--- config.mk ---
export PLATFORM = sky130hd
export DESIGN_NAME = esf_emitter
export DESIGN_NICKNAME = d
export VERILOG_FILES = /design/src/design/esf_pkg.sv /design/src/design/esf_fifo.sv /design/src/design/esf_emitter.sv
export SDC_FILE = /design/constraint.sdc
export NUM_CORES = 1
export LEC_CHECK = 0
export BUFFER_PORTS_ARGS = -buffer_cell sky130_fd_sc_hd__clkbuf_2
export CELL_PAD_IN_SITES_DETAIL_PLACEMENT = 1
export CELL_PAD_IN_SITES_GLOBAL_PLACEMENT = 1
export CORE_UTILIZATION = 44
export DETAILED_ROUTE_END_ITERATION = 16
export GPL_TIMING_DRIVEN = 1
export PLACE_DENSITY_LB_ADDON = 0.1
export SLEW_MARGIN = 20
export SYNTH_ARGS = -nofsm -noshare
export SYNTH_HDL_FRONTEND = slang
export SYNTH_SLANG_ARGS = --single-unit
--- constraint.sdc ---
create_clock -name clk -period 8.9 [get_ports clk]
set_input_delay 0.445 -clock clk [delete_from_list [all_inputs] [get_ports clk]]
set_output_delay 0.445 -clock clk [all_outputs]
set_load 0.02 [all_outputs]
--- src/design/esf_pkg.sv ---
// Purpose: shared constants and carriers for the status frame emitter
// Assumes: byte-wide serial host link, api mode 1 (no escaping)
// Notes:   frame fields are serialised most significant byte first
package esf_pkg;

    // ************************************************
    // frame layout
    // ************************************************
    localparam logic [7:0] START_DELIM   = 8'h7E;
    localparam logic [7:0] TYPE_EXT_STAT = 8'h98;
    localparam logic [7:0] TYPE_RMT_RSP  = 8'h97;
    localparam logic [7:0] CSUM_BASE     = 8'hFF;
    localparam logic [7:0] API_PLAIN     = 8'h01;

    // ************************************************
    // status codes
    // ************************************************
    localparam logic [7:0] SC_SESS_UP    = 8'h3B;
    localparam logic [7:0] SC_SESS_END   = 8'h3C;
    localparam logic [7:0] SC_AUTH_FAIL  = 8'h3D;

    localparam logic [7:0] END_PEER      = 8'h00;
    localparam logic [7:0] END_TIMEOUT   = 8'h01;
    localparam logic [7:0] END_BAD_CTR   = 8'h02;
    localparam logic [7:0] END_CTR_OVF   = 8'h03;
    localparam logic [7:0] END_NO_MEM    = 8'h04;

    localparam logic [7:0] CMD_OK        = 8'h00;
    localparam logic [7:0] CMD_ERROR     = 8'h01;
    localparam logic [7:0] CMD_BAD_CMD   = 8'h02;
    localparam logic [7:0] CMD_BAD_PARAM = 8'h03;
    localparam logic [7:0] CMD_TX_FAIL   = 8'h04;

    // ************************************************
    // sizes
    // ************************************************
    localparam int MAX_BODY     = 32;
    localparam int FIFO_DEPTH   = 16;
    localparam int BYTE_W       = 8;
    localparam logic [7:0] LEN_SESS_UP  = 8'h0D;
    localparam logic [7:0] LEN_SESS_ETC = 8'h0B;
    localparam logic [7:0] LEN_RSP_BASE = 8'h0F;

    typedef enum logic [1:0] {EV_SESS_UP, EV_SESS_END, EV_AUTH_FAIL, EV_VJOIN} esf_ev_kind_t;

    typedef struct packed {
        esf_ev_kind_t kind;
        logic [63:0]  addr;
        logic [7:0]   code;
        logic [7:0]   opts;
        logic [15:0]  timeout;
    } esf_event_t;

    typedef struct packed {
        logic [7:0]   frame_id;
        logic [63:0]  src64;
        logic [15:0]  src16;
        logic [15:0]  at_cmd;
        logic [7:0]   status;
        logic         param_set;
        logic [3:0]   data_len;
        logic [63:0]  data;
    } esf_rsp_t;

    typedef struct packed {
        logic         sop;
        logic         eop;
        logic [7:0]   data;
    } esf_byte_t;

endpackage

--- src/design/esf_fifo.sv ---
// Purpose: synchronous fifo between framer and host link
// Assumes: single clock, registered read data
// Notes:   full and empty are exact; no write when full
`timescale 1ns/100ps
module esf_fifo #(
    parameter int WIDTH = 10,
    parameter int DEPTH = 16
) (
    input  wire logic             clk,
    input  wire logic             rst,
    input  wire logic             in_valid,
    output logic                  in_ready,
    input  wire logic [WIDTH-1:0] in_data,
    output logic                  out_valid,
    input  wire logic             out_ready,
    output logic      [WIDTH-1:0] out_data
);
    localparam int AW = $clog2(DEPTH);

    logic [WIDTH-1:0] mem_q [DEPTH];
    logic [AW-1:0]    wp_q, wp_d, rp_q, rp_d;
    logic [AW:0]      cnt_q, cnt_d;
    logic             ov_q, ov_d;
    logic [WIDTH-1:0] od_q, od_d;
    logic             wr, rd;

    // ************************************************
    // next state
    // ************************************************
    always_comb
    begin
        wr    = in_valid && (cnt_q != (AW+1)'(DEPTH));
        rd    = (cnt_q != '0) && (!ov_q || out_ready);
        wp_d  = wr ? wp_q + 1'b1 : wp_q;
        rp_d  = rd ? rp_q + 1'b1 : rp_q;
        cnt_d = cnt_q + (AW+1)'(wr) - (AW+1)'(rd);
        ov_d  = rd ? 1'b1 : (out_ready ? 1'b0 : ov_q);
        od_d  = rd ? mem_q[rp_q] : od_q;
    end

    always_ff @(posedge clk)
    begin
        if (wr)
        begin
            mem_q[wp_q] <= in_data;
        end
    end

    always_ff @(posedge clk or posedge rst)
    begin
        if (rst)
        begin
            wp_q  <= '0;
            rp_q  <= '0;
            cnt_q <= '0;
            ov_q  <= 1'b0;
            od_q  <= '0;
        end
        else
        begin
            wp_q  <= wp_d;
            rp_q  <= rp_d;
            cnt_q <= cnt_d;
            ov_q  <= ov_d;
            od_q  <= od_d;
        end
    end

    assign in_ready  = (cnt_q != (AW+1)'(DEPTH));
    assign out_valid = ov_q;
    assign out_data  = od_q;
endmodule

--- src/design/esf_emitter.sv ---
// Purpose: builds extended status and remote command response frames
// Assumes: settings are static while a frame is pending
// Notes:   one frame at a time; bytes go through a 16-word fifo
//          refused requests get a ready pulse and emit no bytes
//          fifo depth bounds how far a stalled host may lag
// How it works
// every frame opens with start delimiter byte
// two length bytes count frame body
// extended status frames carry type 0x98
// status code at offset four, then data
// checksum is 0xFF minus body sum
// verbose join frames need joining controls enabled
// session events need extended options enabled
// 0x3B carries address, options, timeout
// 0x3C carries peer address and reason
// reason codes 0x00 to 0x04 passed through
// 0x3D carries client address and error
// api mode 1 sends bytes unescaped
// response type 0x97 echoes frame identifier
// parameter writes omit data, shorter length
// command status byte 0x00 to 0x04
// zero frame identifier suppresses the response
// checksum accumulates; frames never interleave
// host discards frames with bad checksum
`timescale 1ns/100ps
module esf_emitter
    import esf_pkg::*;
#(
    parameter int FDEPTH = esf_pkg::FIFO_DEPTH
) (
    input  wire logic                 clk,
    input  wire logic                 rst,
    input  wire logic                 ev_valid,
    output logic                      ev_ready,
    input  wire esf_pkg::esf_event_t  ev,
    input  wire logic [7:0]           vjoin_len,
    input  wire logic [63:0]          vjoin_data,
    input  wire logic                 rsp_valid,
    output logic                      rsp_ready,
    input  wire esf_pkg::esf_rsp_t    rsp,
    input  wire logic                 joining_controls_setting,
    input  wire logic                 extended_api_options_setting,
    input  wire logic [7:0]           api_mode_setting,
    output logic                      host_valid,
    input  wire logic                 host_ready,
    output esf_pkg::esf_byte_t        host_byte,
    output logic                      busy
);
    import esf_pkg::*;

    typedef enum {S_IDLE, S_HEAD, S_BODY, S_SUM} esf_state_t;

    esf_state_t       st_q, st_d;
    logic [7:0]       body_q [MAX_BODY];
    logic [7:0]       body_d [MAX_BODY];
    logic [7:0]       len_q, len_d;
    logic [7:0]       idx_q, idx_d;
    logic [7:0]       sum_q, sum_d;
    logic             ev_rdy_q, ev_rdy_d;
    logic             rsp_rdy_q, rsp_rdy_d;
    logic             busy_q, busy_d;
    esf_byte_t        push;
    logic             push_v;
    logic             f_ready;
    logic [9:0]       f_out;
    logic             take_ev, take_rsp, ev_drop, rsp_drop;
    logic             ev_ok;

    // ************************************************
    // helpers
    // ************************************************
    // big-endian byte of a 64-bit word
    function automatic logic [7:0] be8(input logic [63:0] w, input int i);
        be8 = w[8*(7-i) +: 8];
    endfunction

    // status and command data never exceed eight bytes
    function automatic logic [7:0] cap8(input logic [7:0] n);
        cap8 = (n > 8'd8) ? 8'd8 : n;
    endfunction

    // one host link byte with its frame marks
    function automatic esf_byte_t mk_byte(input logic s, input logic e, input logic [7:0] d);
        mk_byte = '{sop: s, eop: e, data: d};
    endfunction

    // ************************************************
    // acceptance
    // ************************************************
    always_comb
    begin
        case (ev.kind)
            EV_VJOIN: ev_ok = joining_controls_setting;
            default:  ev_ok = extended_api_options_setting;
        endcase
        // bytes are never escaped; other modes emit nothing
        take_ev  = (st_q == S_IDLE) && ev_valid && ev_ok && api_mode_setting == API_PLAIN;
        ev_drop  = (st_q == S_IDLE) && ev_valid && !take_ev;
        take_rsp = (st_q == S_IDLE) && !ev_valid && rsp_valid && rsp.frame_id != 8'h00
                   && api_mode_setting == API_PLAIN;
        rsp_drop = (st_q == S_IDLE) && !ev_valid && rsp_valid && !take_rsp;
    end

    // ************************************************
    // framer
    // ************************************************
    always_comb
    begin
        st_d      = st_q;
        body_d    = body_q;
        len_d     = len_q;
        idx_d     = idx_q;
        sum_d     = sum_q;
        push_v    = 1'b0;
        push      = mk_byte(1'b0, 1'b0, 8'h00);
        case (st_q)
            S_IDLE:
            begin
                idx_d = 8'h00;
                sum_d = 8'h00;
                if (take_ev)
                begin
                    body_d[0] = TYPE_EXT_STAT;
                    st_d      = S_HEAD;
                    case (ev.kind)
                        EV_SESS_UP:
                        begin
                            body_d[1] = SC_SESS_UP;
                            for (int i = 0; i < 8; i++)
                            begin
                                body_d[2+i] = be8(ev.addr, i);
                            end
                            body_d[10] = ev.opts;
                            body_d[11] = ev.timeout[15:8];
                            body_d[12] = ev.timeout[7:0];
                            len_d      = LEN_SESS_UP;
                        end
                        EV_SESS_END, EV_AUTH_FAIL:
                        begin
                            body_d[1] = (ev.kind == EV_SESS_END) ? SC_SESS_END : SC_AUTH_FAIL;
                            for (int i = 0; i < 8; i++)
                            begin
                                body_d[2+i] = be8(ev.addr, i);
                            end
                            body_d[10] = ev.code;
                            len_d      = LEN_SESS_ETC;
                        end
                        default:
                        begin
                            body_d[1] = ev.code;
                            for (int i = 0; i < 8; i++)
                            begin
                                body_d[2+i] = be8(vjoin_data, i);
                            end
                            // status data limited to eight bytes
                            len_d = 8'd2 + cap8(vjoin_len);
                        end
                    endcase
                end
                else if (take_rsp)
                begin
                    st_d      = S_HEAD;
                    body_d[0] = TYPE_RMT_RSP;
                    body_d[1] = rsp.frame_id;
                    for (int i = 0; i < 8; i++)
                    begin
                        body_d[2+i] = be8(rsp.src64, i);
                    end
                    body_d[10] = rsp.src16[15:8];
                    body_d[11] = rsp.src16[7:0];
                    body_d[12] = rsp.at_cmd[15:8];
                    body_d[13] = rsp.at_cmd[7:0];
                    body_d[14] = rsp.status;
                    for (int i = 0; i < 8; i++)
                    begin
                        body_d[15+i] = be8(rsp.data << (8*(8-cap8({4'h0, rsp.data_len}))), i);
                    end
                    len_d = rsp.param_set ? LEN_RSP_BASE : LEN_RSP_BASE + cap8({4'h0, rsp.data_len});
                end
            end
            S_HEAD:
            begin
                if (f_ready)
                begin
                    push_v = 1'b1;
                    case (idx_q[1:0])
                        2'd0:    push = mk_byte(1'b1, 1'b0, START_DELIM);
                        2'd1:    push = mk_byte(1'b0, 1'b0, 8'h00);
                        default: push = mk_byte(1'b0, 1'b0, len_q);
                    endcase
                    idx_d = idx_q + 8'd1;
                    if (idx_q == 8'd2)
                    begin
                        idx_d = 8'h00;
                        st_d  = S_BODY;
                    end
                end
            end
            S_BODY:
            begin
                if (f_ready)
                begin
                    push_v = 1'b1;
                    push   = mk_byte(1'b0, 1'b0, body_q[idx_q[4:0]]);
                    sum_d  = sum_q + body_q[idx_q[4:0]];
                    idx_d  = idx_q + 8'd1;
                    if (idx_q == len_q - 8'd1)
                    begin
                        st_d = S_SUM;
                    end
                end
            end
            S_SUM:
            begin
                if (f_ready)
                begin
                    push_v = 1'b1;
                    push   = mk_byte(1'b0, 1'b1, CSUM_BASE - sum_q);
                    st_d   = S_IDLE;
                end
            end
            default:
            begin
                st_d = S_IDLE;
            end
        endcase
        busy_d = (st_d != S_IDLE);
    end

    always_ff @(posedge clk or posedge rst)
    begin
        if (rst)
        begin
            st_q      <= S_IDLE;
            len_q     <= 8'h00;
            idx_q     <= 8'h00;
            sum_q     <= 8'h00;
            busy_q    <= 1'b0;
            for (int i = 0; i < MAX_BODY; i++)
            begin
                body_q[i] <= 8'h00;
            end
        end
        else
        begin
            st_q      <= st_d;
            len_q     <= len_d;
            idx_q     <= idx_d;
            sum_q     <= sum_d;
            busy_q    <= busy_d;
            body_q    <= body_d;
        end
    end

    // ************************************************
    // request handshake
    // ************************************************
    // a refused request still pulses ready,
    // so a requester never waits forever
    always_comb
    begin
        ev_rdy_d  = take_ev | ev_drop;
        rsp_rdy_d = take_rsp | rsp_drop;
    end

    always_ff @(posedge clk or posedge rst)
    begin
        if (rst)
        begin
            ev_rdy_q  <= 1'b0;
            rsp_rdy_q <= 1'b0;
        end
        else
        begin
            ev_rdy_q  <= ev_rdy_d;
            rsp_rdy_q <= rsp_rdy_d;
        end
    end

    // ************************************************
    // byte fifo toward host
    // ************************************************
    esf_fifo #(
        .WIDTH (10),
        .DEPTH (FDEPTH)
    ) u_fifo (
        .clk       (clk),
        .rst       (rst),
        .in_valid  (push_v),
        .in_ready  (f_ready),
        .in_data   (push),
        .out_valid (host_valid),
        .out_ready (host_ready),
        .out_data  (f_out)
    );

    // ************************************************
    // outputs
    // ************************************************
    // every output is a flop; no comb path to the host
    assign host_byte = f_out;
    assign ev_ready  = ev_rdy_q;
    assign rsp_ready = rsp_rdy_q;
    assign busy      = busy_q;
endmodule

After elaboration in Yosys (flattened, before gate mapping). Memory sizes are Yosys's and may differ from the RTL's. A register that Yosys moved wholly into a read port is not among the register bits. Cells that the tools add are included.

$lt $le $gt $ge: 3. Add/sub/neg operators: 11. Reduce and logical (&&, ||, !) cells: 35. Bitwise gates (word level): 4. Muxes and demuxes: 41. Shifts and indexed selects: 1. Eq/ne operators: 15.

Operator list (count): two-way mux 32 bit (7); two-way mux 184 bit (1); one-hot mux 72 bit (2 select lines) (1); one-hot mux 32 bit (4 select lines) (1); two-way mux 104 bit (1); two-way mux 8 bit (10); == test 32 x 2 -> 1 bit (second input constant) (2); logical NOT 32 bit (2); left shift 64 x 32 -> 64 bit (1); one-hot mux 8 bit (2 select lines) (3); binary-select mux 8 bit (select 5 bit) (1); == test 32 x 1 -> 1 bit (second input constant) (1); nonzero test 32 bit (1); one-hot mux 10 bit (3 select lines) (1); one-hot mux 8 bit (3 select lines) (1); one-hot mux 10 bit (2 select lines) (1); two-way mux 16 bit (1); AND reduction 3 bit (4); logical AND 1 bit (11); two-way mux 10 bit (1); two-way mux 9 bit (1); subtractor 4 x 8 -> 9 bit (first input constant) (1); adder 2 x 8 -> 8 bit (first input constant) (1); adder 4 x 1 -> 4 bit (second input constant) (2); 35 further kinds (53).

Logic and storage cells: 145. Register bits: 257. Memories: 1. Output and inout port bits: 14. Memory bits (writable): 160.

Memories: u_fifo.mem_q (depth 16, width 10, read ports 1, clocked after Yosys merged registers in 1, write ports 1, RTL line esf_fifo.sv:20) `logic [WIDTH-1:0] mem_q [DEPTH];`.

Depth between registers and ports, before layout. Gate-level depths: netlist of run 1.

Depth after elaboration: 9. Depth in mapped cells: 16. Gate-level depth less buffers: 14.

Hierarchy. A second synthesis of run 1 with hierarchy kept.

Cells, all modules: 1891. Area, all modules: 22105.0 um2.

By module, submodules not included: esf_emitter (cells each 1526, times used 1, seq. area each 5955.7 um2, area an instance 14571.5 um2); esf_fifo (cells each 365, times used 1, seq. area each 5405.2 um2, area an instance 7533.5 um2).

Worst setup path before layout of run 1. OpenSTA, ideal clock, no wires.

Kind: reg2reg. Start point: register idx_q[0]. End point: register sum_q[7]. Stages on the path, launching flop included: 16. Path buffers: 3. Required time: 8773 ps. Period minus slack after synthesis: 3521 ps. Arrival time: 3394 ps. Slack: 5379 ps. Path through: dfrtp_1 > buf_2 > buf_2 > buf_2 > mux4_2 > o21ai_0 > nor2_1 > nor3_1 > inv_1 > ha_1 > a21oi_1 > o211ai_1 > o41a_1 > a31o_2 > a31oi_1 > mux2i_1.

Longest elaborated chain between the ends: 7.

RTL lines: start: declaration (RTL line esf_emitter.sv:57) `logic [7:0] idx_q, idx_d;`; start signal: assignment (RTL line esf_emitter.sv:248) `idx_q <= idx_d;`; inverter 5 -> 6 bit (implied by the code) (RTL line esf_emitter.sv:205) `sum_d = sum_q + body_q[idx_q[4:0]];`; binary-select mux 8 bit (select 5 bit) (RTL line esf_emitter.sv:205); two-way mux 8 bit (implied by the code) (2 in series) (RTL line esf_emitter.sv:205); adder 8 bit (RTL line esf_emitter.sv:205); two-way mux 8 bit (RTL line esf_emitter.sv:201) `if (f_ready)`; one-hot mux 8 bit (2 select lines) (RTL line esf_emitter.sv:116) `case (st_q)`; end signal: assignment (RTL line esf_emitter.sv:249) `sum_q <= sum_d;`; end: declaration (RTL line esf_emitter.sv:58) `logic [7:0] sum_q, sum_d;`.

Every way passes these cells. The select of a mux whose other input is x is not followed. A chain may end at the register's enable or synchronous reset.

Worst setup path after layout of run 1.
Start point: register idx_q[1]. End point: register sum_q[6].

The elaborated chain is that of the path after synthesis.

==> impl_metrics.yaml, run 1 <==
worst_setup_path:
  reg2reg_to: "sum_q[6]"
  criticalPathCategory: "flip-flop to flip-flop"
  cp.required_ps: 9350
  worst-path-max-fanout: 34
  start_kind: "flip-flop"
  worstSetupEndpoint: "sum_q[6]"
  cp.arrival_ps: 4710
  endpoint_kind: "flip-flop"
  timing.reg2reg.worst_path_depth: 13
  critPathLaunch: "idx_q[1]"
  worstReg2RegStart: "idx_q[1]"
  reg2reg_slack_ps: 4640
floorplan:
  coreArea_mm2: 0.04805
  rows: 80
  start_util_pct: 44.88
  die_w_um: 223.4
  io_pins: 380
  die_h_um: 223.4
  die_area_mm2: 0.04990
power:
  pwr-share-comb_pct: 13.3
  switchingPower_mw: 1.248
  p_per_area_mw_per_mm2: 183.8
  switching_share_pct: 26.49
  power_frac_seq_pct: 45.7
  power.internal_mw: 3.462
  p_leak_nw: 11.45
  pwr-share-clk_pct: 41.0
  peakVddDrop_mv: 0.1273
cells_and_area:
  multiInputGateArea_mm2: 0.009628
  final_layout_size_suffix_gt1_share_pct: 28.07
  nFillCells: 5290
  finalInstanceArea_mm2: 0.02563
  final_cells: 2978
  area_delta_synth_final_pct: 18.84
  ff_latch_area_mm2: 0.01137
  nNetsFinal: 2717
timing:
  tightestPinTransition_ps: 1137
  finClkSkew_ps: 24.48
  rsz0062_at_grt: "no"
  setup_viol: 0
  final.setup.tns_ps: 0
  fmax_mhz: 234.7
  min_period_ps: 4260
  period_share_pct: 47.87
  hold_viol: 0
  slew_violations: 0
  layout_setup_ws_ps: 4640
  slew_headroom_pct: 23.80
placed_design:
  pre_cts_ws_ps: 4662
  place_area_mm2: 0.02407
  dpl.hpwl_um: 50820
  dp_cells: 2888
  io_buffers: 379
  gp_congestion: 0.8773
routing:
  ant_nets: 0
  via_count: 17153
  wl_um: 71070
  via_per_inst: 5.760
  drc: 0
  wl_per_cell_um: 23.87
  first_iter_violations: 1297
  firstDrtPassIters: 5
clocking:
  cts_setup_buffers: 0
  cts_sinks: 422
  cts_made_buffers: 46
  clk_transition_reported_paths_ps: 60
  htree_levels: 2
  cts_root_buf: "clkbuf_16"
  cts_resized: 0
  cts_hold_buffers: 0
  cts_max_path_buffers: 3
  cts_tree: "done"
  clk-insertion-delay-late_ps: 600
global_route:
  first_global_vias: 18196
  antenna_found_initial: 9
  overflow: 0
  grt_usage_pct: 28.82
  grt_pass1_wl_um: 108900
  grt_max_degree: 128
logic_synthesis:
  syn_avg_cell_area_um2: 10.92
  ys_types: 67
  synth_ff_type: "dfrtp_1"
  ys_warn_count: 0
  synthArstFlopShare_pct: 62.09
  yosysMostFrequentCell: "nand2_1"
  syn_area_mm2: 0.02156
  synth-seq-cells: 422
  syn-instance-count: 1975
  synth_edf_count: 160
  synth_largest_area_cell: "dfrtp_1"
  synth_top_area_share_pct: 30.41
  synth_common_cells: "nand2_1 (373), dfrtp_1 (262), edfxtp_1 (160), nor2_1 (139), a21oi_1 (130)"
  yosysSeqAreaShare_pct: 52.69
  synthTopCellsByArea: "dfrtp_1 (30%), edfxtp_1 (22%), mux4_2 (9.2%)"
worst_hold_path:
  min_path_type: "input pin to asynchronous set/reset pin"
outcome:
  status: "completed"
flow_run:
  maxCapViolations: 0
flip-flops by register name, summed over array words and instances (netlist names):
| name | cells |
|---|---|
| u_fifo.rp_q | 4 |
| sum_q | 8 |
| busy | 1 |
| u_fifo.wp_q | 4 |
| u_fifo.cnt_q | 5 |
| ev_ready | 1 |
| st_q | 32 |
| u_fifo.out_data | 10 |
| u_fifo.mem_q | 160 |
| u_fifo.out_valid | 1 |
| rsp_ready | 1 |
| body_q | 179 |
| len_q | 8 |
| idx_q | 8 |
critical path, cell delays in order (launching register included):
cell,delay (ps)
dfrtp_2,760
buf_4,550
mux4_2,570
mux2i_1,160
nor2_1,100
or3_1,360
ha_1,230
fa_1,440
a21o_1,180
a21oi_1,240
o21bai_1,100
a21oi_1,170
xor2_1,150
o21ai_0,80
area by class of cell:
type                            instances  area share [%]
Multi-Input combinational cell       1394           37.57
Timing Repair Buffer                  414           8.427
Inverter                               43          0.6591
Tap cell                              615           3.003
Sequential cell                       422           44.36
Clock inverter                         21          0.9570
Clock buffer                           61           4.946
Antenna cell                            8         0.07812
layer usage:
| metal | share of wire (%) | vias up | routed length [µm] | GRT usage [%] |
|---|---|---|---|---|
| li1 | - | 7907 | - | - |
| met1 | 44 | 8715 | 31490 | 39.64 |
| met2 | 49 | 437 | 34630 | 47.56 |
| met3 | 4.6 | 92 | 3294 | 4.583 |
| met4 | 2.3 | 2 | 1644 | 7.689 |
| met5 | 0.018 | - | 13 | 0 |
cells by family after synthesis:
group	after synthesis	synth area share [%]
compound gates	472	13.64
other cells	1	0.01739
flops	422	52.69
buf+inv	188	3.499
mux	168	13.29
xor+xnor	29	1.178
simple gates	665	13.89
fa+ha+maj	30	1.810
cells in the final DEF (no fill, tap or decap), types with 7 or more instances in the layout:
master,instances
clkbuf_2,379
nand2_1,373
dfrtp_1,259
edfxtp_1,160
nor2_1,138
a21oi_1,130
o21ai_0,116
mux4_2,88
a22oi_1,84
mux2_2,46
nand3_1,46
clkbuf_16,46
inv_1,39
buf_4,35
mux2i_1,32
conb_1,30
ha_1,27
o31ai_1,24
o21ai_1,20
nor3_1,19
xnor2_1,18
a32oi_1,17
a211oi_1,13
o211ai_1,12
nor4_1,11
xor2_1,10
and2_1,9
clkbuf_1,9
diode_2,8
a21o_1,8
a221oi_1,8
a2bb2oi_1,8
clkinv_2,8
nand2b_1,7
nor4_4,7
nor2b_1,7
clkinv_1,7
a22o_1,7
worst min-delay path by stage:
stage	startpoint	end	slack [ps]	depth (start not counted)
2_1_floorplan	body_q[160]	body_q[160]	430	2
3_3_place_gp	body_q[74]	body_q[74]	440	2
3_5_place_dp	body_q[76]	body_q[76]	460	2
4_1_cts	host_ready	u_fifo.out_valid	20	2
5_1_grt	host_ready	u_fifo.out_valid	20	2
6_report	rst	u_fifo.out_data[9]	30	2
power by group through the flow:
stage	clock, mW	sequential, mW	combinational, mW
2_1_floorplan	0	2.11	0.479
3_3_place_gp	0	2.19	0.612
3_5_place_dp	0	2.19	0.629
4_1_cts	1.97	2.16	0.630
5_1_grt	2.04	2.17	0.684
6_report	1.93	2.15	0.627
stage by stage:
stage               utilization [%]  total power [mW]  hold slack (ps)
finish                        53.34             4.710            34.10
floorplan                         -             2.585            432.9
global route                  53.33             4.887            19.98
global placement              50.11             2.803            443.8
detailed placement            50.11             2.823            455.6
CTS                           53.26             4.758            16.35
Power figures use the tool's default switching activity.
==> run 2: changes to the inputs <==
Settings changed: CORE_UTILIZATION 44 to 40.
Clock period 8.9 ns to 3.6 ns, I/O delays scaled along.
==> impl_metrics.yaml, run 2 (synthesis results as in run 1) <==
global_route:
  grt_usage_pct: 28.62
  grt_pass1_wl_um: 117900
  overflow: 0
  grt_max_degree: 144
  first_global_vias: 20116
  antenna_found_initial: 1
worst_setup_path:
  crit_family: "compound AO/OA/AOI/OAI gates"
  cp.required_ps: 4070
  critPathLaunch: "idx_q[0]"
  worst-path-max-fanout: 8
  max_stage_delay_ps: 430
  criticalPathCategory: "flip-flop to flip-flop"
  path_buf_inv: 3
  cp.arrival_ps: 3960
  crit_slowest_cell: "dfrtp_4"
  worstReg2RegStart: "idx_q[0]"
  start_kind: "flip-flop"
  worstPathCellList: "buf_4 -> buf_4 -> nor2_1 -> a21o_1 -> a221oi_1 -> nor2_1 -> nor3_2 -> inv_1 -> ha_1 -> a21oi_1 -> o211ai_1 -> o41a_1 -> a31o_2 -> a31oi_1 -> mux2i_1"
  endpoint_kind: "flip-flop"
timing:
  finClkSkew_ps: 26.29
  tightestPinTransition_ps: 928.4
  whs_ps: 28.79
  period_share_pct: 96.77
  slew_headroom_pct: 38.11
  hold_viol: 0
  fmax_mhz: 287.0
  final.setup.tns_ps: 0
  min_period_ps: 3484
  slew_violations: 0
  setup_viol: 0
floorplan:
  die_w_um: 234.2
  start_util_pct: 40.79
  die_h_um: 234.2
  io_pins: 380
  coreArea_mm2: 0.05287
  die_area_mm2: 0.05484
  rows: 84
power:
  p_per_area_mw_per_mm2: 413.3
  p_leak_nw: 12.85
  peakVddDrop_mv: 0.4120
routing:
  via_count: 18554
  wl_per_cell_um: 23.27
  firstDrtPassIters: 11
  via_per_inst: 5.577
  drc: 12
  wl_um: 77430
  first_iter_violations: 1373
  ant_nets: 0
clocking:
  clk-insertion-delay-late_ps: 610
  cts_made_buffers: 46
  cts_sinks: 422
  htree_levels: 2
  cts_root_buf: "clkbuf_16"
  cts_tree: "done"
  clk_transition_reported_paths_ps: 60
  cts_max_path_buffers: 3
worst_hold_path:
  min_from: "ev[77]"
  min_path_type: "input pin to flip-flop"
placed_design:
  dp_cells: 3020
  gp_congestion: 0.9325
  io_buffers: 379
  place_area_mm2: 0.02469
  dpl.hpwl_um: 55290
flow_run:
  maxCapViolations: 0
cells_and_area:
  final_cell_mix: "clkbuf_2 (379), nand2_1 (373), dfrtp_1 (259), dlygate4sd3_1 (218), edfxtp_1 (160)"
  top_register: "body_q"
  largest_reg_flops: 179
  final_cells: 3327
  nNetsFinal: 2999
  final_common_cell: "clkbuf_2"
  reg_top3: "body_q (179), u_fifo.mem_q (160), st_q (32)"
  area_delta_synth_final_pct: 32.08
  final_util_pct: 53.87
  final_layout_size_suffix_gt1_share_pct: 27.52
  finalInstanceArea_mm2: 0.02848
outcome:
  status: "finished, violations left"
  violations: "DRC"
run 2: changes by cell type in the layout (fill, tap and decap cells not counted), moves of 3 or more:
| cell | delta |
|---|---|
| bufinv_16 | -3 |
| clkbuf_8 | +3 |
| clkbuf_1 | +7 |
| clkinv_1 | -5 |
| buf_4 | +54 |
| buf_12 | +9 |
| diode_2 | -7 |
| dlygate4sd3_1 | +218 |
run 2: area by class of cell:
| type | instances | area, µm² |
|---|---|---|
| Sequential cell | 422 | 11370 |
| Antenna cell | 1 | 2.502 |
| Multi-Input combinational cell | 1394 | 9638 |
| Timing Repair Buffer | 696 | 4938 |
| Clock buffer | 72 | 1360 |
| Tap cell | 688 | 860.8 |
| Fill cell | 5835 | 24390 |
| Inverter | 43 | 165.2 |
| Clock inverter | 11 | 147.6 |
run 2: path summary, 6_finish.rpt:
| check | cells after the start | slack (ps) | to |
|---|---|---|---|
| hold / removal | 5 | 30 | body_q[221] |
| setup / recovery | 15 | 120 | sum_q[7] |
| setup reg to reg | 15 | 120 | sum_q[7] |
| max in group asynchronous | 4 | 2330 | len_q[1] |
| min in group asynchronous | 3 | 290 | sum_q[1] |
| hold reg to reg | 2 | 470 | body_q[136] |
run 2: what timing repair did:
action                                  4_1_cts  5_1_grt
setup buffers                                 0        5
cloned                                        0        0
pin swaps                                     0        1
resized for setup                             1       11
endpoints found under the hold margin       143        0
hold buffers                                218        0
endpoints found under the setup margin        2       51
run 2: through the flow:
| step | power [mW] | setup WS, ps |
|---|---|---|
| global placement | 7.003 | 52.73 |
| floorplan | 6.393 | -35.54 |
| CTS | 11.88 | 28.54 |
| global route | 12.22 | -10.66 |
| finish | 11.77 | 116.2 |
| detailed placement | 7.041 | -41.26 |
run 2: report_power, final:
group	internal (mW)	total (mW)	switching (mW)	leakage [nW]
Clock	2.69	4.71	2.01	0.733
Combinational	0.864	1.87	1.01	6.93
Sequential	5.05	5.19	0.137	5.19
Total	8.61	11.8	3.16	12.9
run 2: worst register-to-register path, cell delays in order (launching register included):
cell      delay [ps]
dfrtp_4          430
buf_4            150
buf_4            160
nor2_1            70
a21o_1           210
a221oi_1         280
nor2_1           170
nor3_2           240
inv_1             90
ha_1             280
a21oi_1          220
o211ai_1         180
o41a_1           360
a31o_2           240
a31oi_1          190
mux2i_1          100
run 2: layer usage:
layer / vias up / global-route usage (%) / share of wire [%]
met5: - / 0 / 0
met4: 0 / 10.67 / 3.3
met3: 167 / 4.669 / 4.9
met2: 580 / 47.11 / 48
met1: 9366 / 37.95 / 44
li1: 8441 / - / -
